==> src/sla_pkg.sv <==
package sla_pkg;

    // Input counts of the three handler instances.
    localparam int SLA_L2_INPUTS    = 16;
    localparam int SLA_L20_INPUTS   = 16;
    localparam int SLA_L21_INPUTS   = 64;
    localparam int SLA_MAX_INPUTS   = 64;

    // Variant select: one handler or two handlers.
    typedef enum logic [0:0]
    {
        SLA_SINGLE = 1'h0,
        SLA_DUAL   = 1'h1
    } sla_variant_type;

    // Sensitivity encoding of one configuration bit.
    localparam logic SLA_SENSE_LEVEL = 1'h0;
    localparam logic SLA_SENSE_EDGE  = 1'h1;

    // Reset values: everything masked, level sensitive, nothing pending.
    localparam logic [SLA_MAX_INPUTS-1:0] SLA_MASK_RST  = '1;
    localparam logic [SLA_MAX_INPUTS-1:0] SLA_SENSE_RST = '0;
    localparam logic [SLA_MAX_INPUTS-1:0] SLA_PEND_RST  = '0;

    // Field positions of the request groups on the first and second handlers.
    localparam int SLA_SERIAL_LO    = 0;
    localparam int SLA_SERIAL_HI    = 3;
    localparam int SLA_UART_LO      = 4;
    localparam int SLA_UART_HI      = 11;
    localparam int SLA_RSV_SINGLE_LO = 12;
    localparam int SLA_RSV_SINGLE_HI = 15;
    localparam int SLA_TIMER_LO     = 1;
    localparam int SLA_TIMER_HI     = 8;
    localparam int SLA_RSV21_A      = 9;
    localparam int SLA_RSV21_B      = 12;
    localparam int SLA_RSV21_C      = 13;
    localparam int SLA_RSV21_HI_LO  = 16;

    // Mask with a one on each reserved input of a given handler.
    function automatic logic [SLA_MAX_INPUTS-1:0] sla_reserved
    (
        input sla_variant_type variant,
        input logic            second
    );
        logic [SLA_MAX_INPUTS-1:0] r;
        r = '0;
        for (int i = 0; i < SLA_MAX_INPUTS; i++)
        begin
            if (variant == SLA_SINGLE && !second)
                r[i] = (i >= SLA_RSV_SINGLE_LO);
            else if (second)
                r[i] = (i == SLA_RSV21_A) || (i == SLA_RSV21_B) ||
                       (i == SLA_RSV21_C) || (i >= SLA_RSV21_HI_LO);
            else
                r[i] = (i >= SLA_L20_INPUTS);
        end
        return r;
    endfunction

    // Required sensitivity for each input of a given handler.
    function automatic logic [SLA_MAX_INPUTS-1:0] sla_sense_cfg
    (
        input sla_variant_type variant,
        input logic            second
    );
        logic [SLA_MAX_INPUTS-1:0] s;
        s = SLA_SENSE_RST;
        if (variant == SLA_SINGLE && !second)
        begin
            for (int i = SLA_SERIAL_LO; i <= SLA_SERIAL_HI; i++)
                s[i] = SLA_SENSE_EDGE;
        end
        return s;
    endfunction

endpackage

==> src/sla_link_if.sv <==
interface sla_link_if
    import sla_pkg::*;
();
    // Peripheral request lines of each handler.
    logic [SLA_L20_INPUTS-1:0] req_h0;
    logic [SLA_L21_INPUTS-1:0] req_h1;
    // Configuration written by software on the other party's side.
    logic [SLA_L20_INPUTS-1:0] mask_h0;
    logic [SLA_L20_INPUTS-1:0] sense_h0;
    logic [SLA_L21_INPUTS-1:0] mask_h1;
    logic [SLA_L21_INPUTS-1:0] sense_h1;
    // Variant strap.
    sla_variant_type           variant;
    // Combined requests towards the first-level handler.
    logic                      level1_input_three;
    logic                      level1_input_seventeen;

    modport device
    (
        input  req_h0,
        input  req_h1,
        input  mask_h0,
        input  sense_h0,
        input  mask_h1,
        input  sense_h1,
        input  variant,
        output level1_input_three,
        output level1_input_seventeen
    );

    modport host
    (
        output req_h0,
        output req_h1,
        output mask_h0,
        output sense_h0,
        output mask_h1,
        output sense_h1,
        output variant,
        input  level1_input_three,
        input  level1_input_seventeen
    );
endinterface

==> src/sla_host.sv <==
module sla_host
    import sla_pkg::*;
(
    // Clock and reset.
    input  wire logic                      ref_clk,
    input  wire logic                      sys_rst,
    // User side: variant and wanted enables.
    input  wire sla_variant_type           cfg_variant,
    input  wire logic [SLA_L20_INPUTS-1:0] user_enable_h0,
    input  wire logic [SLA_L21_INPUTS-1:0] user_enable_h1,
    // User side: peripheral request sources.
    input  wire logic [SLA_L20_INPUTS-1:0] src_req_h0,
    input  wire logic [SLA_L21_INPUTS-1:0] src_req_h1,
    // User side: combined requests seen at the first level.
    output logic                           seen_input_three,
    output logic                           seen_input_seventeen,
    // Link.
    sla_link_if.host                       link
);

    logic [SLA_L20_INPUTS-1:0] mask_h0_ff;
    logic [SLA_L20_INPUTS-1:0] sense_h0_ff;
    logic [SLA_L21_INPUTS-1:0] mask_h1_ff;
    logic [SLA_L21_INPUTS-1:0] sense_h1_ff;
    logic [SLA_L20_INPUTS-1:0] req_h0_ff;
    logic [SLA_L21_INPUTS-1:0] req_h1_ff;
    sla_variant_type           variant_ff;
    logic                      seen3_ff;
    logic                      seen17_ff;
    logic [SLA_MAX_INPUTS-1:0] sense_full_h0;
    logic [SLA_MAX_INPUTS-1:0] rsv_full_h0;

    // A function result cannot be part-selected, so take it whole first.
    assign sense_full_h0 = sla_sense_cfg(cfg_variant, 1'h0);
    assign rsv_full_h0   = sla_reserved(cfg_variant, 1'h0);

    // Sensitivity is fixed by the variant, so software cannot pick wrong.
    always_ff @(posedge ref_clk)
    begin
        if (sys_rst)
        begin
            variant_ff  <= SLA_SINGLE;
            sense_h0_ff <= SLA_SENSE_RST[SLA_L20_INPUTS-1:0];
            sense_h1_ff <= SLA_SENSE_RST;
        end
        else
        begin
            variant_ff  <= cfg_variant;
            sense_h0_ff <= sense_full_h0[SLA_L20_INPUTS-1:0];
            sense_h1_ff <= sla_sense_cfg(cfg_variant, 1'h1);
        end
    end

    // Reserved inputs stay masked whatever the user asks.
    always_ff @(posedge ref_clk)
    begin
        if (sys_rst)
        begin
            mask_h0_ff <= SLA_MASK_RST[SLA_L20_INPUTS-1:0];
            mask_h1_ff <= SLA_MASK_RST;
        end
        else
        begin
            mask_h0_ff <= ~user_enable_h0 |
                          rsv_full_h0[SLA_L20_INPUTS-1:0];
            mask_h1_ff <= ~user_enable_h1 |
                          sla_reserved(cfg_variant, 1'h1);
        end
    end

    always_ff @(posedge ref_clk)
    begin
        if (sys_rst)
        begin
            req_h0_ff <= '0;
            req_h1_ff <= '0;
            seen3_ff  <= 1'h0;
            seen17_ff <= 1'h0;
        end
        else
        begin
            req_h0_ff <= src_req_h0;
            req_h1_ff <= src_req_h1;
            seen3_ff  <= link.level1_input_three;
            seen17_ff <= link.level1_input_seventeen;
        end
    end

    assign link.req_h0   = req_h0_ff;
    assign link.req_h1   = req_h1_ff;
    assign link.mask_h0  = mask_h0_ff;
    assign link.sense_h0 = sense_h0_ff;
    assign link.mask_h1  = mask_h1_ff;
    assign link.sense_h1 = sense_h1_ff;
    assign link.variant  = variant_ff;

    assign seen_input_three     = seen3_ff;
    assign seen_input_seventeen = seen17_ff;

endmodule

==> src/flat_wrapper.sv <==
// flat-port wrapper written by rule: the top's interface ports become plain ports
module sla_host_flat import sla_pkg::*;
  (ref_clk, sys_rst, cfg_variant, user_enable_h0, user_enable_h1, src_req_h0, src_req_h1, seen_input_three, seen_input_seventeen, link_req_h0, link_req_h1, link_mask_h0, link_sense_h0, link_mask_h1, link_sense_h1, link_variant, link_level1_input_three, link_level1_input_seventeen);
  sla_link_if link_i ();
  input  wire logic ref_clk;
  input  wire logic sys_rst;
  input  wire sla_variant_type cfg_variant;
  input  wire logic [SLA_L20_INPUTS-1:0] user_enable_h0;
  input  wire logic [SLA_L21_INPUTS-1:0] user_enable_h1;
  input  wire logic [SLA_L20_INPUTS-1:0] src_req_h0;
  input  wire logic [SLA_L21_INPUTS-1:0] src_req_h1;
  output logic seen_input_three;
  output logic seen_input_seventeen;
  output wire logic [$bits(link_i.req_h0)-1:0] link_req_h0;
  output wire logic [$bits(link_i.req_h1)-1:0] link_req_h1;
  output wire logic [$bits(link_i.mask_h0)-1:0] link_mask_h0;
  output wire logic [$bits(link_i.sense_h0)-1:0] link_sense_h0;
  output wire logic [$bits(link_i.mask_h1)-1:0] link_mask_h1;
  output wire logic [$bits(link_i.sense_h1)-1:0] link_sense_h1;
  output wire logic [$bits(link_i.variant)-1:0] link_variant;
  input wire logic [$bits(link_i.level1_input_three)-1:0] link_level1_input_three;
  input wire logic [$bits(link_i.level1_input_seventeen)-1:0] link_level1_input_seventeen;
  assign link_req_h0 = link_i.req_h0;
  assign link_req_h1 = link_i.req_h1;
  assign link_mask_h0 = link_i.mask_h0;
  assign link_sense_h0 = link_i.sense_h0;
  assign link_mask_h1 = link_i.mask_h1;
  assign link_sense_h1 = link_i.sense_h1;
  assign link_variant = link_i.variant;
  assign link_i.level1_input_three = link_level1_input_three;
  assign link_i.level1_input_seventeen = link_level1_input_seventeen;
  sla_host u_core (.ref_clk(ref_clk), .sys_rst(sys_rst), .cfg_variant(cfg_variant), .user_enable_h0(user_enable_h0), .user_enable_h1(user_enable_h1), .src_req_h0(src_req_h0), .src_req_h1(src_req_h1), .seen_input_three(seen_input_three), .seen_input_seventeen(seen_input_seventeen), .link(link_i));
endmodule
==> config.mk <==
export PLATFORM = sky130hd
export DESIGN_NAME = sla_host_flat
export DESIGN_NICKNAME = d
export VERILOG_FILES = /design/src/sla_pkg.sv /design/src/sla_link_if.sv /design/src/sla_host.sv /design/src/flat_wrapper.sv
export SDC_FILE = /design/constraint.sdc
export NUM_CORES = 1
export LEC_CHECK = 0
export ABC_AREA = 1
export BUFFER_PORTS_ARGS = -buffer_cell sky130_fd_sc_hd__buf_2
export CORE_AREA = 5 5 154 156
export DETAILED_ROUTE_END_ITERATION = 10
export DIE_AREA = 0 0 159 161
export PLACE_DENSITY_LB_ADDON = 0.1
export REMOVE_ABC_BUFFERS = 1
export SLEW_MARGIN = 0
export SYNTH_ARGS = -nofsm -noshare
export SYNTH_HDL_FRONTEND = slang
export SYNTH_SLANG_ARGS = --single-unit
==> constraint.sdc <==
create_clock -name ref_clk -period 2 [get_ports ref_clk]
set_input_delay 0.4 -clock ref_clk [delete_from_list [all_inputs] [get_ports ref_clk]]
set_output_delay 0.4 -clock ref_clk [all_outputs]
set_load 0.01 [all_outputs]
Word-level counts from Yosys, hierarchy flattened

Index checks and enable logic that the tools add are counted.

Muxes and demuxes: 4
Bitwise operators: 4

Operators with widths:

| cell              | count |
|---|---|
| inverter 64 bit   | 1 |
| OR 64 bit         | 1 |
| inverter 16 bit   | 1 |
| OR 16 bit         | 1 |
| two-way mux 4 bit | 1 |
| two-way mux 1 bit | 3 |

Output and inout port bits: 243
Logic and storage cells: 17
Bits of input ports: 165
Flip-flop bits (word level): 179

Logic depth before layout (Yosys ltp)

Word-level depth: 2
Gate-level depth with buffers: 4
Gate-level depth less buffers: 2

Least setup slack after synthesis

No wires, ideal clock.

Path type: register to output
Start point: reg u_core.link.sense_h0[2] (netlist name)
End point: out link_sense_h0[1]
Cell stages (with the launch flop): 2
Arrival: 0.530 ns
Slack: 1.070 ns
Cells stage by stage: dfxtp_1 buf_4

RTL lines:

| what      | RTL line           | RTL |
|---|---|---|
| to (decl) | flat_wrapper.sv:17 | `output wire logic [$bits(link_i.sense_h0)-1:0] link_sense_h0;` |

Worst setup path after layout

Start point: reg u_core.req_h1_ff[22] (netlist: u_core.link.req_h1[22])
End point: out link_req_h1[22]

RTL lines:

| what                   | RTL line           | RTL |
|---|---|---|
| from (decl)            | sla_host.sv:26     | `logic [SLA_L21_INPUTS-1:0] req_h1_ff;` |
| from (signal assigned) | sla_host.sv:83     | `req_h1_ff <= src_req_h1;` |
| to (decl)              | flat_wrapper.sv:15 | `output wire logic [$bits(link_i.req_h1)-1:0] link_req_h1;` |

No word-level cell between the ends.

==> impl_metrics.py <==
metrics = {
    "synth": {
        "synth_cell_type_count": 9,
        "yosys.area.top_type": "dfxtp_1",
        "synth_cells": 454,
        "synthArstFlopShare_pct": 0,
        "yosys_warnings": 0,
        "syn_avg_cell_area_sq_um": 8.940,
        "synth-edff-count": 0,
        "synth_area_leaders": "dfxtp_1 56%, buf_4 24%, inv_1 7.8%",
        "synth.most_common_cell": "buf_4",
        "ys_ff_latch": 113,
        "synth.top_cell.area_share_pct": 55.73,
        "synthFlopType": "dfxtp_1",
        "yosys-top-cells-count": "131 x buf_4, 113 x dfxtp_1, 84 x inv_1, 84 x nor2_1, 25 x nand2_1",
        "synth_area_sq_um": 4059,
        "ys_seq_area_share_pct": 55.73,
    },
    "cts": {
        "cts-resized-gates": 0,
        "clk_pin_slew_worst_paths_ps": 60,
        "ctsHtreeMaxLevel": 4,
        "cts_setup_buffers": 0,
        "cts_max_path_buffers": 2,
        "root_buffer": "clkbuf_16",
        "numCtsBuffers": 17,
        "cts_tree": "done",
        "numClockSinks": 113,
        "postCtsHoldBufs": 0,
    },
    "setup_path": {
        "arrival_ps": 900,
        "crit_fanout": 1,
        "critical_path_buf_inv_count": 1,
        "endpoint_kind": "output port",
        "cpLargestDelayFamily": "flip-flops",
        "crit_type": "register to output port",
        "cp_slowest_cell": "dfxtp_1",
        "worstPathRequired_ps": 1600,
        "start_kind": "register",
        "slowest_delay_ps": 340,
        "path_cells": "buf_2",
    },
    "placed_design": {
        "dp_cells": 954,
        "routabilityCongestion": 0.7226,
        "portBuffers": 229,
        "dp_hpwl_um": 9382,
        "dpl_cell_area_sq_um": 5009,
        "place_ws_ps": 746.7,
    },
    "floorplanning": {
        "core_area_sq_um": 22230,
        "num_rows": 55,
        "dieWidth_um": 159,
        "dieArea_sq_um": 25600,
        "initial_core_util_pct": 18.26,
        "die_h_um": 161,
        "ios": 408,
    },
    "route": {
        "viasPerCell": 3.090,
        "drt_iter0_drc": 81,
        "ant_nets": 0,
        "wire_per_inst_um": 12.11,
        "vias": 3047,
        "drcViolationCount": 0,
        "routed_wl_um": 11940,
        "first_pass_iters": 4,
    },
    "sta": {
        "clock.fmax_ghz": 0.7677,
        "max_slew.worst_pin.slew_ps": 507.9,
        "slew_headroom_pct": 66.14,
        "finalSetupViolations": 0,
        "worst_slack_ps": 697.4,
        "slew_violations": 0,
        "finalHoldViolCount": 0,
        "fin_crit_ps": 1303,
        "fin_crit_sh_pct": 65.13,
        "grt_setup_unrepaired": "false",
        "holdWs_ps": 158.5,
        "tns_ps": 0,
    },
    "grt": {
        "grt_overflow": 0,
        "grt_pass1_vias": 3115,
        "grt_max_degree": 48,
        "grt_pass1_wl_um": 17570,
        "grt_usage_pct": 8.923,
        "antenna_found_initial": 0,
    },
    "min_path": {
        "hold_class": "input pin to register",
    },
    "power_and_ir_drop": {
        "p_leak_nw": 3.278,
        "power_density_nw_per_um2": 1081,
        "ir_drop_uv": 273.6,
    },
    "outcome": {
        "outcome": "complete, no violations",
    },
    "finish": {
        "areaGrowthSynthToFinish_pct": 38.35,
        "drive_above_1_share_pct": 37.38,
        "final_cells": 986,
        "n_fill_cell": 2469,
        "design_area_sq_um": 5615,
        "finalNetCount": 853,
        "diodes": 0,
    },
    "flow_run": {
        "drv_cap": 0,
    },
}
-- registers in the layout (all words and copies together), names as in the netlist --
signal	flops
u_core.link.variant	1
u_core.link.mask_h0	16
u_core.seen_input_seventeen	1
u_core.seen_input_three	1
u_core.link.req_h1	64
u_core.link.sense_h0	1
u_core.link.req_h0	16
u_core.link.mask_h1	13
-- power breakdown --
part / internal (W) / switching, W / total [W]
clock network: 0.00205 / 0.00107 / 0.00312
logic: 0.000198 / 0.000347 / 0.000544
registers: 0.00237 / 0.0000281 / 0.00240
total: 0.00462 / 0.00145 / 0.00607
-- cell usage in the layout, fill, tap and decap left out, types with 3 or more instances in the layout --
cell type   count
nand2_1        25
clkinv_2        4
nand3_1         4
clkbuf_16      17
buf_2         229
inv_1          84
buf_4           3
bufinv_16       3
clkbuf_8        3
clkinvlp_4      3
nor2_1         84
dfxtp_1       113
conb_1        127
-- through the flow --
step | total power, W | utilization (%)
after floorplan | 0.002699 | -
after global placement | 0.002996 | 22.53
after detailed placement | 0.002997 | 22.53
after CTS | 0.006223 | 25.26
after global routing | 0.006387 | 25.26
final | 0.006069 | 25.26
-- path summary, 6_finish.rpt --
check | start | end | slack [ps] | cells after the start
max | u_core.link.req_h1[22]$_SDFF_PP0_ | link_req_h1[22] | 700 | 1
min | user_enable_h0[4] | u_core.link.mask_h0[4]$_SDFF_PP1_ | 160 | 2
-- per-layer routing --
layer	global-route usage, %	wire, um
met3	4.287	1476
met4	4.343	243
met2	15.62	5929
met5	0	0
met1	8.891	4295
-- cell type report --
class / instances / area (sq um) / area share, %
Sequential cell: 113 / 2262 / 40.29
Tap cell: 285 / 356.6 / 6.350
Inverter: 84 / 315.3 / 5.615
Timing Repair Buffer: 232 / 1169 / 20.81
Multi-Input combinational cell: 240 / 905.9 / 16.13
Clock buffer: 22 / 474.2 / 8.445
Clock inverter: 10 / 132.6 / 2.362
-- cell families after synthesis --
group                  synth area share [%]
buffers and inverters                 33.51
AND/OR/NAND/NOR                       10.57
flip-flops                            55.73
other                                0.1850
Note: power is estimated with default switching activity, not from simulation.
